**src/verilog/port_switch_pkg.sv**
```systemverilog
// Shared constants and types of the port switch control block
package port_switch_pkg;
	// Two-wire slave address, upper five bits
	localparam logic [4:0] ADDR_FIXED = 5'h0b;
	// Pointer codes
	localparam logic [1:0] PTR_SINK_ONE = 2'h1;
	localparam logic [1:0] PTR_SINK_TWO = 2'h2;
	localparam logic [1:0] PTR_STATUS = 2'h3;
	// Power-up values
	localparam logic [7:0] PTR_RESET = 8'h03;
	localparam logic [7:0] SINK_ONE_RESET = 8'h08;
	localparam logic [7:0] SINK_TWO_RESET = 8'h09;
	localparam logic [7:0] STATUS_RESET = 8'h10;
	// Sink configuration field positions
	localparam int CFG_SEL_LO = 0;
	localparam int CFG_SEL_HI = 1;
	localparam int CFG_OUT_DIS = 2;
	localparam int CFG_DDC_EN = 3;
	localparam int CFG_DEEMPH = 4;
	// Status field positions
	localparam int ST_GATE_EN = 4;
	localparam int ST_PRIO = 5;
	// Bits per byte on the two-wire bus
	localparam logic [3:0] BYTE_BITS = 4'h8;
	localparam logic [3:0] LAST_TX_BIT = 4'h7;
	// Data bytes accepted in one write: pointer, then data
	localparam logic [1:0] MAX_WR_BYTES = 2'h2;

	typedef enum logic [2:0] {
		SL_IDLE = 3'b000,
		SL_ADDR = 3'b001,
		SL_ACK = 3'b010,
		SL_RX = 3'b011,
		SL_TX = 3'b100,
		SL_RACK = 3'b101
	} slave_state_t;

	typedef struct packed {
		logic ptr_wr;
		logic data_wr;
		logic [7:0] wdata;
	} reg_req_t;

	typedef struct packed {
		logic [1:0] tmds_sel;
		logic tmds_oe;
		logic [1:0] ddc_sel;
		logic ddc_oe;
		logic deemph;
	} sink_route_t;
endpackage

```
**src/verilog/two_wire_sub_slave.sv**
```systemverilog
// Two-wire slave: address match, pointer and data byte writes, reads that repeat the register byte while the master acknowledges
`timescale 1ns/1ps
module two_wire_sub_slave (
	// Clock and reset
	input wire logic clk,
	input wire logic resetn,
	// Bus pins
	input wire logic scl_in,
	input wire logic sda_in,
	input wire logic [1:0] addr_pin,
	output logic sda_oe,
	// Register side
	input wire logic [7:0] rd_data,
	output port_switch_pkg::reg_req_t req
);
	typedef struct packed {
		port_switch_pkg::slave_state_t st;
		logic [3:0] cnt;
		logic [7:0] sh;
		logic rw;
		logic [1:0] nbyte;
		logic mack;
		logic scl_q;
		logic sda_q;
		logic sda_oe;
		port_switch_pkg::reg_req_t req;
	} slave_regs_t;

	slave_regs_t q;
	slave_regs_t d;
	logic rise;
	logic fall;
	logic start;
	logic stop;
	logic addr_hit;

	assign rise = !q.scl_q && scl_in;
	assign fall = q.scl_q && !scl_in;
	assign start = q.scl_q && scl_in && q.sda_q && !sda_in;
	assign stop = q.scl_q && scl_in && !q.sda_q && sda_in;
	assign addr_hit = q.sh[7:1] == {port_switch_pkg::ADDR_FIXED, addr_pin}; // see RULE_14
	assign sda_oe = q.sda_oe;
	assign req = q.req;

	always_comb begin
		d = q;
		d.req.ptr_wr = 1'b0;
		d.req.data_wr = 1'b0;
		d.scl_q = scl_in;
		d.sda_q = sda_in;
		if (start) begin
			d.st = port_switch_pkg::SL_ADDR;
			d.cnt = 4'h0;
			d.nbyte = 2'h0;
			d.sda_oe = 1'b0;
		end else if (stop) begin
			d.st = port_switch_pkg::SL_IDLE;
			d.sda_oe = 1'b0;
		end else begin
			case (q.st)
				port_switch_pkg::SL_IDLE: begin
					d.sda_oe = 1'b0;
				end
				port_switch_pkg::SL_ADDR: begin
					if (rise && q.cnt != port_switch_pkg::BYTE_BITS) begin
						d.sh = {q.sh[6:0], sda_in};
						d.cnt = q.cnt + 4'h1;
					end else if (fall && q.cnt == port_switch_pkg::BYTE_BITS) begin
						if (addr_hit) begin // see RULE_14
							d.rw = q.sh[0];
							d.sda_oe = 1'b1;
							d.st = port_switch_pkg::SL_ACK;
						end else begin
							d.st = port_switch_pkg::SL_IDLE;
						end
					end
				end
				port_switch_pkg::SL_ACK: begin
					if (fall) begin
						d.cnt = 4'h0;
						if (q.rw) begin
							// Read returns the register under the pointer
							d.sh = rd_data; // see RULE_16
							d.sda_oe = !rd_data[7];
							d.st = port_switch_pkg::SL_TX;
						end else begin
							d.sda_oe = 1'b0;
							d.st = port_switch_pkg::SL_RX;
						end
					end
				end
				port_switch_pkg::SL_RX: begin
					if (rise && q.cnt != port_switch_pkg::BYTE_BITS) begin
						d.sh = {q.sh[6:0], sda_in};
						d.cnt = q.cnt + 4'h1;
					end else if (fall && q.cnt == port_switch_pkg::BYTE_BITS) begin
						if (q.nbyte != port_switch_pkg::MAX_WR_BYTES) begin
							// First byte is the pointer, second the data
							d.req.ptr_wr = q.nbyte == 2'h0;
							d.req.data_wr = q.nbyte == 2'h1;
							d.req.wdata = q.sh;
							d.nbyte = q.nbyte + 2'h1;
							d.sda_oe = 1'b1;
							d.st = port_switch_pkg::SL_ACK;
						end else begin
							// Further bytes are left unacknowledged
							d.st = port_switch_pkg::SL_IDLE; // see RULE_15
						end
					end
				end
				port_switch_pkg::SL_TX: begin
					if (fall) begin
						if (q.cnt == port_switch_pkg::LAST_TX_BIT) begin
							d.sda_oe = 1'b0;
							d.st = port_switch_pkg::SL_RACK;
						end else begin
							d.sh = {q.sh[6:0], 1'b0};
							d.sda_oe = !q.sh[6];
							d.cnt = q.cnt + 4'h1;
						end
					end
				end
				port_switch_pkg::SL_RACK: begin
					if (rise) begin
						d.mack = !sda_in;
					end else if (fall) begin
						d.cnt = 4'h0;
						if (q.mack) begin
							d.sh = rd_data; // see RULE_16
							d.sda_oe = !rd_data[7];
							d.st = port_switch_pkg::SL_TX;
						end else begin
							d.st = port_switch_pkg::SL_IDLE;
						end
					end
				end
				default: begin
					d.st = port_switch_pkg::SL_IDLE;
					d.sda_oe = 1'b0;
				end
			endcase
		end
	end

	always_ff @(posedge clk or negedge resetn) begin
		if (!resetn) begin
			q <= '0;
			q.scl_q <= 1'b1;
			q.sda_q <= 1'b1;
		end else begin
			q <= d;
		end
	end

	chk_addr_ack: // see RULE_14
	assert property (@(posedge clk) disable iff (!resetn)
		(q.st == port_switch_pkg::SL_ADDR && fall && !start && !stop
			&& q.cnt == port_switch_pkg::BYTE_BITS && addr_hit)
		|=> q.sda_oe && q.st == port_switch_pkg::SL_ACK)
		else $error("address match not acknowledged");

	chk_third_nack: // see RULE_15
	assert property (@(posedge clk) disable iff (!resetn)
		(q.st == port_switch_pkg::SL_RX && fall && !start && !stop
			&& q.cnt == port_switch_pkg::BYTE_BITS && q.nbyte == 2'h2)
		|=> !q.sda_oe && !q.req.data_wr && !q.req.ptr_wr)
		else $error("extra write byte was accepted");

	chk_read_load: // see RULE_16
	assert property (@(posedge clk) disable iff (!resetn)
		(q.st == port_switch_pkg::SL_ACK && fall && q.rw && !start && !stop)
		|=> q.sh == $past(rd_data) && q.st == port_switch_pkg::SL_TX)
		else $error("read byte not loaded from register");
endmodule

```
**src/verilog/dual_sink_port_select_ctrl.sv**
```systemverilog
// Register bank and routing control of the four-source two-sink port switch
// Functional notes
// RULE_01: Select bits pick source; hot-plug follows selection
// RULE_02: Output disable and DDC enable act independently
// RULE_03: Hot-plug forwarding continues while outputs disabled
// RULE_04: Shared source: priority picks DDC and hot-plug
// RULE_05: Gated low supply: outputs off, hot-plug low
// RULE_06: Without gating, supply indicator is ignored
// RULE_07: Pointer low bits pick register, upper zero
// RULE_08: Pointer powers up selecting status register
// RULE_09: Sink one configuration field layout
// RULE_10: Sink one powers up at 0x08
// RULE_11: Sink two uses same layout independently
// RULE_12: Sink two powers up at 0x09
// RULE_13: Status layout: priority, gating, supply indicators
// RULE_14: Slave address 01011 plus two pins
// RULE_15: One data byte per write transfer
// RULE_16: Read returns selected register as one byte
// RULE_17: Status powers up with gating enabled
// RULE_18: De-emphasis bit selects de-emphasised drive
// RULE_19: Supply bits live, read-only; reserved read zero
`timescale 1ns/1ps
module dual_sink_port_select_ctrl (
	// Clock and reset
	input wire logic CLK_SYS,
	input wire logic RESETN,
	// Two-wire register port
	input wire logic SCL_IN,
	input wire logic SDA_IN,
	output logic SDA_OUT,
	output logic SDA_OE,
	input wire logic [1:0] ADDR_PIN,
	// Source side status and hot-plug
	input wire logic [3:0] SOURCE_SUPPLY_SEEN,
	input wire logic GLOBAL_POWER_GATE,
	output logic [3:0] SOURCE_HOTPLUG_OUT,
	// Sink side
	input wire logic [1:0] SINK_HOTPLUG_IN,
	output port_switch_pkg::sink_route_t SINK_ONE_ROUTE,
	output port_switch_pkg::sink_route_t SINK_TWO_ROUTE
);
	typedef struct packed {
		logic [1:0] ptr;
		logic [1:0][4:0] cfg;
		logic prio;
		logic gate_en;
		logic [3:0] hpd;
		port_switch_pkg::sink_route_t [1:0] route;
		logic sda_level;
	} ctl_regs_t;

	ctl_regs_t q;
	ctl_regs_t d;
	port_switch_pkg::reg_req_t req;
	logic [7:0] rd_byte;
	logic gate_on;
	logic shared;
	logic conflict;
	logic [1:0] pwr_ok;
	logic [1:0] ddc_loser;
	logic [1:0] hpd_src;
	logic [1:0][1:0] sel;

	two_wire_sub_slave two_wire_sub_slave_inst (
		.clk(CLK_SYS),
		.resetn(RESETN),
		.scl_in(SCL_IN),
		.sda_in(SDA_IN),
		.addr_pin(ADDR_PIN),
		.sda_oe(SDA_OE),
		.rd_data(rd_byte),
		.req(req)
	);

	// Gating applies from the pin or from the register bit
	assign gate_on = GLOBAL_POWER_GATE || q.gate_en; // see RULE_05
	assign shared = sel[0] == sel[1];
	assign conflict = shared
		&& !q.cfg[0][port_switch_pkg::CFG_OUT_DIS] && !q.cfg[1][port_switch_pkg::CFG_OUT_DIS]
		&& q.cfg[0][port_switch_pkg::CFG_DDC_EN] && q.cfg[1][port_switch_pkg::CFG_DDC_EN];

	genvar s;
	generate
		for (s = 0; s < 2; s++) begin : g_sink
			logic loses;
			assign sel[s] = {q.cfg[s][port_switch_pkg::CFG_SEL_HI],
				q.cfg[s][port_switch_pkg::CFG_SEL_LO]}; // see RULE_01
			// Low priority hands the shared source to sink one, high to sink two
			assign loses = (s == 0) ? q.prio : !q.prio; // see RULE_04
			// Indicator only counts while gating applies
			assign pwr_ok[s] = !gate_on || SOURCE_SUPPLY_SEEN[sel[s]]; // see RULE_05 RULE_06
			assign ddc_loser[s] = conflict && loses; // see RULE_04
			// Hot-plug ignores output and DDC enables
			assign hpd_src[s] = pwr_ok[s] && SINK_HOTPLUG_IN[s]
				&& !(shared && loses); // see RULE_03 RULE_04
		end
	endgenerate

	// Read view of the register under the pointer
	always_comb begin
		case (q.ptr)
			port_switch_pkg::PTR_SINK_ONE: rd_byte = {3'h0, q.cfg[0]}; // see RULE_09
			port_switch_pkg::PTR_SINK_TWO: rd_byte = {3'h0, q.cfg[1]}; // see RULE_11
			port_switch_pkg::PTR_STATUS: rd_byte = {2'h0, q.prio, q.gate_en,
				SOURCE_SUPPLY_SEEN}; // see RULE_13 RULE_19
			default: rd_byte = 8'h00;
		endcase
	end

	always_comb begin
		d = q;
		d.sda_level = 1'b0;
		if (req.ptr_wr) begin
			d.ptr = req.wdata[1:0]; // see RULE_07
		end
		if (req.data_wr) begin
			case (q.ptr)
				port_switch_pkg::PTR_SINK_ONE: d.cfg[0] = req.wdata[4:0]; // see RULE_09
				port_switch_pkg::PTR_SINK_TWO: d.cfg[1] = req.wdata[4:0]; // see RULE_11
				port_switch_pkg::PTR_STATUS: begin
					// Supply indicators are inputs, so writes to them drop
					d.prio = req.wdata[port_switch_pkg::ST_PRIO]; // see RULE_13 RULE_19
					d.gate_en = req.wdata[port_switch_pkg::ST_GATE_EN];
				end
				default: d.ptr = q.ptr;
			endcase
		end
		for (int k = 0; k < 2; k++) begin
			d.route[k].tmds_sel = sel[k]; // see RULE_01
			d.route[k].ddc_sel = sel[k];
			d.route[k].tmds_oe = !q.cfg[k][port_switch_pkg::CFG_OUT_DIS]
				&& pwr_ok[k]; // see RULE_02 RULE_05
			d.route[k].ddc_oe = q.cfg[k][port_switch_pkg::CFG_DDC_EN]
				&& pwr_ok[k] && !ddc_loser[k]; // see RULE_02 RULE_04
			d.route[k].deemph = q.cfg[k][port_switch_pkg::CFG_DEEMPH]; // see RULE_18
		end
		for (int k = 0; k < 4; k++) begin
			d.hpd[k] = (sel[0] == k[1:0] && hpd_src[0])
				|| (sel[1] == k[1:0] && hpd_src[1]); // see RULE_01
		end
	end

	always_ff @(posedge CLK_SYS or negedge RESETN) begin
		if (!RESETN) begin
			q <= '0;
			q.ptr <= port_switch_pkg::PTR_RESET[1:0]; // see RULE_08
			q.cfg[0] <= port_switch_pkg::SINK_ONE_RESET[4:0]; // see RULE_10
			q.cfg[1] <= port_switch_pkg::SINK_TWO_RESET[4:0]; // see RULE_12
			q.prio <= port_switch_pkg::STATUS_RESET[port_switch_pkg::ST_PRIO]; // see RULE_17
			q.gate_en <= port_switch_pkg::STATUS_RESET[port_switch_pkg::ST_GATE_EN];
		end else begin
			q <= d;
		end
	end

	assign SDA_OUT = q.sda_level;
	assign SOURCE_HOTPLUG_OUT = q.hpd;
	assign SINK_ONE_ROUTE = q.route[0];
	assign SINK_TWO_ROUTE = q.route[1];

	chk_sel_route: // see RULE_01
	assert property (@(posedge CLK_SYS) disable iff (!RESETN)
		$past(RESETN) |-> SINK_TWO_ROUTE.tmds_sel == $past(sel[1])
			&& SINK_TWO_ROUTE.ddc_sel == $past(sel[1]))
		else $error("sink two route does not follow select bits");

	chk_disable_tmds: // see RULE_02
	assert property (@(posedge CLK_SYS) disable iff (!RESETN)
		q.cfg[0][port_switch_pkg::CFG_OUT_DIS] |=> !SINK_ONE_ROUTE.tmds_oe)
		else $error("disabled sink one still drives");

	chk_ddc_off: // see RULE_02
	assert property (@(posedge CLK_SYS) disable iff (!RESETN)
		(!q.cfg[1][port_switch_pkg::CFG_DDC_EN] && !gate_on && !q.cfg[1][port_switch_pkg::CFG_OUT_DIS])
		|=> !SINK_TWO_ROUTE.ddc_oe && SINK_TWO_ROUTE.tmds_oe)
		else $error("sink two DDC enable not independent");

	chk_hpd_follow: // see RULE_03
	assert property (@(posedge CLK_SYS) disable iff (!RESETN)
		(q.cfg[0][port_switch_pkg::CFG_OUT_DIS] && !gate_on && !shared)
		|=> SOURCE_HOTPLUG_OUT[$past(sel[0])] == $past(SINK_HOTPLUG_IN[0]))
		else $error("hot-plug not forwarded while disabled");

	chk_prio_low: // see RULE_04
	assert property (@(posedge CLK_SYS) disable iff (!RESETN)
		(conflict && sel[0] == 2'h0 && !q.prio && !gate_on)
		|=> !SINK_TWO_ROUTE.ddc_oe && SINK_ONE_ROUTE.ddc_oe
			&& SOURCE_HOTPLUG_OUT[0] == $past(SINK_HOTPLUG_IN[0]))
		else $error("low priority sharing wrong");

	chk_gate_hpd: // see RULE_05
	assert property (@(posedge CLK_SYS) disable iff (!RESETN)
		(gate_on && !SOURCE_SUPPLY_SEEN[sel[0]] && !SOURCE_SUPPLY_SEEN[sel[1]])
		|=> SOURCE_HOTPLUG_OUT == 4'h0 && !SINK_ONE_ROUTE.tmds_oe && !SINK_TWO_ROUTE.ddc_oe)
		else $error("gated unpowered source still routed");

	chk_no_gate: // see RULE_06
	assert property (@(posedge CLK_SYS) disable iff (!RESETN)
		(!GLOBAL_POWER_GATE && !q.gate_en && !q.cfg[0][port_switch_pkg::CFG_OUT_DIS])
		|=> SINK_ONE_ROUTE.tmds_oe)
		else $error("supply indicator used without gating");

	chk_ptr_write: // see RULE_07
	assert property (@(posedge CLK_SYS) disable iff (!RESETN)
		req.ptr_wr |=> q.ptr == $past(req.wdata[1:0]))
		else $error("pointer write lost");

	chk_cfg_write: // see RULE_11
	assert property (@(posedge CLK_SYS) disable iff (!RESETN)
		(req.data_wr && q.ptr == port_switch_pkg::PTR_SINK_TWO)
		|=> q.cfg[1] == $past(req.wdata[4:0]) && q.cfg[0] == $past(q.cfg[0]))
		else $error("sink two write wrong");

	chk_status_read: // see RULE_19
	assert property (@(posedge CLK_SYS) disable iff (!RESETN)
		q.ptr == port_switch_pkg::PTR_STATUS
		|-> rd_byte[3:0] == SOURCE_SUPPLY_SEEN && rd_byte[7:6] == 2'h0)
		else $error("status read wrong");

	chk_reset_vals: // see RULE_08
	assert property (@(posedge CLK_SYS) disable iff (!RESETN)
		!$past(RESETN) |-> q.ptr == port_switch_pkg::PTR_RESET[1:0]
			&& q.cfg[0] == port_switch_pkg::SINK_ONE_RESET[4:0]
			&& q.cfg[1] == port_switch_pkg::SINK_TWO_RESET[4:0]
			&& q.gate_en && !q.prio)
		else $error("power-up values wrong");

	chk_sel_one: // see RULE_01
	assert property (@(posedge CLK_SYS) disable iff (!RESETN)
		$past(RESETN) |-> SINK_ONE_ROUTE.tmds_sel == $past(sel[0])
			&& SINK_ONE_ROUTE.ddc_sel == $past(sel[0]))
		else $error("sink one route does not follow select bits");

	chk_hpd_unsel: // see RULE_01
	assert property (@(posedge CLK_SYS) disable iff (!RESETN)
		($past(RESETN) && $past(sel[0]) != 2'h3 && $past(sel[1]) != 2'h3)
		|-> !SOURCE_HOTPLUG_OUT[3])
		else $error("unselected source hot-plug not low");

	chk_disable_two: // see RULE_02
	assert property (@(posedge CLK_SYS) disable iff (!RESETN)
		q.cfg[1][port_switch_pkg::CFG_OUT_DIS] |=> !SINK_TWO_ROUTE.tmds_oe)
		else $error("disabled sink two still drives");

	chk_ddc_one_off: // see RULE_02
	assert property (@(posedge CLK_SYS) disable iff (!RESETN)
		!q.cfg[0][port_switch_pkg::CFG_DDC_EN] |=> !SINK_ONE_ROUTE.ddc_oe)
		else $error("sink one DDC still connected");

	chk_prio_high: // see RULE_04
	assert property (@(posedge CLK_SYS) disable iff (!RESETN)
		(conflict && sel[0] == 2'h0 && q.prio && !gate_on)
		|=> !SINK_ONE_ROUTE.ddc_oe && SINK_TWO_ROUTE.ddc_oe
			&& SOURCE_HOTPLUG_OUT[0] == $past(SINK_HOTPLUG_IN[1]))
		else $error("high priority sharing wrong");

	chk_gate_two: // see RULE_05
	assert property (@(posedge CLK_SYS) disable iff (!RESETN)
		(gate_on && !SOURCE_SUPPLY_SEEN[sel[1]])
		|=> !SINK_TWO_ROUTE.tmds_oe && !SINK_TWO_ROUTE.ddc_oe)
		else $error("sink two routed from unpowered source");

	chk_gate_hpd_one: // see RULE_05
	assert property (@(posedge CLK_SYS) disable iff (!RESETN)
		(gate_on && !SOURCE_SUPPLY_SEEN[sel[0]] && !shared)
		|=> !SOURCE_HOTPLUG_OUT[$past(sel[0])])
		else $error("unpowered source hot-plug not low");

	chk_no_gate_two: // see RULE_06
	assert property (@(posedge CLK_SYS) disable iff (!RESETN)
		(!GLOBAL_POWER_GATE && !q.gate_en && !q.cfg[1][port_switch_pkg::CFG_OUT_DIS])
		|=> SINK_TWO_ROUTE.tmds_oe)
		else $error("sink two gated without gating");

	chk_ptr_hold: // see RULE_07
	assert property (@(posedge CLK_SYS) disable iff (!RESETN)
		!req.ptr_wr |=> q.ptr == $past(q.ptr))
		else $error("pointer changed without write");

	chk_cfg_one_write: // see RULE_09
	assert property (@(posedge CLK_SYS) disable iff (!RESETN)
		(req.data_wr && q.ptr == port_switch_pkg::PTR_SINK_ONE)
		|=> q.cfg[0] == $past(req.wdata[4:0]) && q.cfg[1] == $past(q.cfg[1]))
		else $error("sink one write wrong");

	chk_cfg_read: // see RULE_09
	assert property (@(posedge CLK_SYS) disable iff (!RESETN)
		q.ptr == port_switch_pkg::PTR_SINK_ONE
		|-> rd_byte[7:5] == 3'h0 && rd_byte[4:0] == q.cfg[0])
		else $error("sink one read wrong");

	chk_null_read: // see RULE_07
	assert property (@(posedge CLK_SYS) disable iff (!RESETN)
		q.ptr == 2'h0 |-> rd_byte == 8'h00)
		else $error("unused pointer code reads non-zero");

	chk_status_write: // see RULE_13
	assert property (@(posedge CLK_SYS) disable iff (!RESETN)
		(req.data_wr && q.ptr == port_switch_pkg::PTR_STATUS)
		|=> q.prio == $past(req.wdata[port_switch_pkg::ST_PRIO])
			&& q.gate_en == $past(req.wdata[port_switch_pkg::ST_GATE_EN]))
		else $error("status write wrong");

	chk_deemph_follow: // see RULE_18
	assert property (@(posedge CLK_SYS) disable iff (!RESETN)
		$past(RESETN) |-> SINK_ONE_ROUTE.deemph == $past(q.cfg[0][port_switch_pkg::CFG_DEEMPH])
			&& SINK_TWO_ROUTE.deemph == $past(q.cfg[1][port_switch_pkg::CFG_DEEMPH]))
		else $error("de-emphasis does not follow its bit");
endmodule

```
**config.mk**
```make
export PLATFORM = sky130hd
export DESIGN_NAME = dual_sink_port_select_ctrl
export DESIGN_NICKNAME = d
export VERILOG_FILES = /design/src/verilog/port_switch_pkg.sv /design/src/verilog/two_wire_sub_slave.sv /design/src/verilog/dual_sink_port_select_ctrl.sv
export SDC_FILE = /design/constraint.sdc
export NUM_CORES = 1
export LEC_CHECK = 0
export BUFFER_PORTS_ARGS = -buffer_cell sky130_fd_sc_hd__buf_2
export CAP_MARGIN = 15
export CORE_UTILIZATION = 54
export DETAILED_ROUTE_END_ITERATION = 16
export HOLD_SLACK_MARGIN = 0.12
export PLACE_DENSITY_LB_ADDON = 0.1
export SETUP_SLACK_MARGIN = 0.4
export SLEW_MARGIN = 20
export SYNTH_ARGS = -nofsm -noshare
export SYNTH_HDL_FRONTEND = slang
export SYNTH_HIERARCHICAL = 1
export SYNTH_SLANG_ARGS = --single-unit
```
**constraint.sdc**
```tcl
create_clock -name CLK_SYS -period 1.8 [get_ports CLK_SYS]
set_clock_uncertainty 0.05 [all_clocks]
set_input_delay 0.18 -clock CLK_SYS [delete_from_list [all_inputs] [get_ports CLK_SYS]]
set_output_delay 0.18 -clock CLK_SYS [all_outputs]
set_load 0.02 [all_outputs]
```
==> metrics.yaml <==
timing:
  fin_crit_ns: 1.87
  worst_pin_slew_ns: 0.564
  grt_setup_unrepaired: "yes"
  max_freq_ghz: 0.536
  period_share_pct: 104
  hold_violations: 0
  slew_headroom_pct: 62.2
  worst_slack_ns: -0.0668
  whs_ns: 0.130
  setup_viol_count_final: 9
  drv_slew: 0
placement:
  gp_congestion: 0.927
  placed_area_sq_mm: 0.00373
  place_ws_ns: -0.149
  place_inst: 441
  hpwlAfterDp_microns: 5600
  portBuffers: 31
global_route:
  grt_pass1_vias: 2692
  grt.met3_usage_pct: 4.38
  grt_pass1_wl_microns: 13000
  grt_max_degree: 23
  track_usage_pct: 26.9
  grt-ovfl-total: 0
  antenna_found_initial: 0
  busiest_layer: "met2"
  gr-usage-met1_pct: 32.1
  grt.met2_usage_pct: 47.1
floorplanning:
  pin_count: 33
  die_area_sq_mm: 0.00656
  die_y_microns: 81.0
  initial_core_util_pct: 56.6
  die_x_microns: 81.0
  core_region_area_sq_mm: 0.00596
  num_rows: 28
drt:
  wl_per_cell_microns: 17.4
  drtPass1Iterations: 4
  drc: 0
  via_per_inst: 5.65
  drt-total-wl_microns: 8580
  drt_iter0_drc: 179
  vias: 2780
  postRouteAntennaNets: 0
setup_path:
  path_max_fanout: 6
  critical_path_class: "flip-flop to flip-flop"
  critPathRequiredTime_ns: 1.97
  critical_path.endpoint_type: "flip-flop"
  critPathLaunchType: "flip-flop"
  crit_arrival_ns: 2.03
  r2r_setup_slack_ns: -0.07
layout:
  multiInputGateArea_sq_mm: 0.00191
  nets: 431
  antenna_cells: 0
  design_area_sq_mm: 0.00450
  fillers: 409
  syn2layout_area_growth_pct: 33.6
  regArea_sq_mm: 0.00147
  drive_gt1_share_pct: 53.2
  instances_no_fill: 492
clock_tree:
  clkTransAtPathRegs_ns: 0.07
  cts_root_buf: "clkbuf_8"
  clkLatencyLatePin_ns: 0.34
  tritoncts: "yes"
  clockBufferDepth: 2
  cts_sinks: 58
  cts_buffers: 9
  cts_max_level: 3
worst_hold_path:
  hp-class: "primary input to flip-flop"
outcome:
  violations: "setup timing"
  status: "complete, but fails checks"
pwr:
  p_per_area_mw_per_mm2: 732
  ir_drop_v: 0.000410
  power.leakage_nw: 2.05
flow_run:
  drv_cap: 0
logic_synthesis:
  syn_area_sq_mm: 0.00337
  synth_cells: 331
  synth_warnings: 6
  synth.avg_cell_area_sq_um: 10.2
==> critical path, stage by stage (launching register included) <==
cell and delay (ns):
dfrtp_2 0.41, clkbuf_2 0.18, nor2_1 0.07, a221o_1 0.39, a211oi_4 0.32, mux2_4 0.33
==> final timing paths <==
kind | start | end | cells past startpoint
max in group asynchronous | RESETN | q[24]$_DFFE_PN1P_ | 3
min | SINK_HOTPLUG_IN[0] | SOURCE_HOTPLUG_OUT[1]$_DFF_PN0_ | 3
max | two_wire_sub_slave_inst/q[29]$_DFFE_PN0P_ | two_wire_sub_slave_inst/q[17]$_DFFE_PN0P_ | 5
min in group asynchronous | RESETN | SINK_ONE_ROUTE[3]$_DFF_PN0_ | 2
min reg2reg | d[8]$_DFFE_PN0P_ | SINK_TWO_ROUTE[0]$_DFF_PN0_ | 0
max reg2reg | two_wire_sub_slave_inst/q[29]$_DFFE_PN0P_ | two_wire_sub_slave_inst/q[17]$_DFFE_PN0P_ | 5
==> area by class of cell <==
cell class	instances	area share, %
multi-input cells	221	42.5
flip-flops and latches	58	32.6
repair buffers	106	17.5
clock buffers	10	3.06
well taps	75	2.08
inverters	16	1.33
clock inverters	6	0.945
==> timing repair <==
item,4_1_cts,5_1_grt
setup endpoints to repair,38,44
hold buffers,3,0
endpoints found under the hold margin,50,0
pin swaps,6,13
gates cloned,0,1
setup buffers,19,12
resized for setup,39,43
==> sequential cells by signal, indices dropped and copies added, names as in the netlist <==
| register | flops |
|---|---|
| SINK_TWO_ROUTE | 5 |
| SINK_ONE_ROUTE | 5 |
| g_sink.loses | 1 |
| two_wire_sub_slave_inst/req | 8 |
| two_wire_sub_slave_inst/sda_oe | 1 |
| two_wire_sub_slave_inst/q | 21 |
| d | 6 |
| q | 7 |
| SOURCE_HOTPLUG_OUT | 4 |
==> per-stage QoR <==
step	power (mW)	TNS (ns)	util, %
3_5_place_dp	2.08	-0.733	62.7
3_3_place_gp	2.06	-0.588	62.7
5_1_grt	3.45	-1.54	75.6
2_1_floorplan	1.87	-0.110	-
4_1_cts	3.23	-0.299	70.8
6_report	3.30	-0.437	75.6
==> layer usage <==
metal	share of wire [%]	vias up
met5	0	-
met4	2.6	0
met3	3.6	21
met2	51	83
met1	43	1356
li1	-	1320
==> where the power goes <==
| part | total, mW | switching [mW] | internal [mW] |
|---|---|---|---|
| clock | 1.09 | 0.558 | 0.536 |
| sequential | 1.52 | 0.110 | 1.41 |
| combinational | 0.682 | 0.326 | 0.357 |
==> cell usage in the layout (no fill, tap or decap), types with 3 or more instances in the layout <==
master / instances
buf_6: 11
nor2b_1: 4
dlygate4sd3_1: 3
nor3_1: 4
dfstp_2: 8
a21oi_2: 10
and3_4: 3
a22o_1: 4
nand3_2: 3
dfrtp_2: 5
nand2b_1: 4
o21ai_2: 7
clkbuf_8: 10
a21oi_1: 8
o32ai_2: 3
ha_1: 4
xnor2_1: 4
nand3_1: 4
nor2_4: 3
mux2_4: 15
nand3b_1: 3
inv_1: 14
nor2_1: 17
mux2i_1: 7
a21o_1: 3
dfrtp_1: 45
conb_1: 4
o21ai_1: 4
buf_4: 57
buf_2: 32
o21ai_0: 15
nand2_1: 17
nor2_2: 4
mux2_2: 9
No activity file was read; power rests on OpenSTA's default activity.
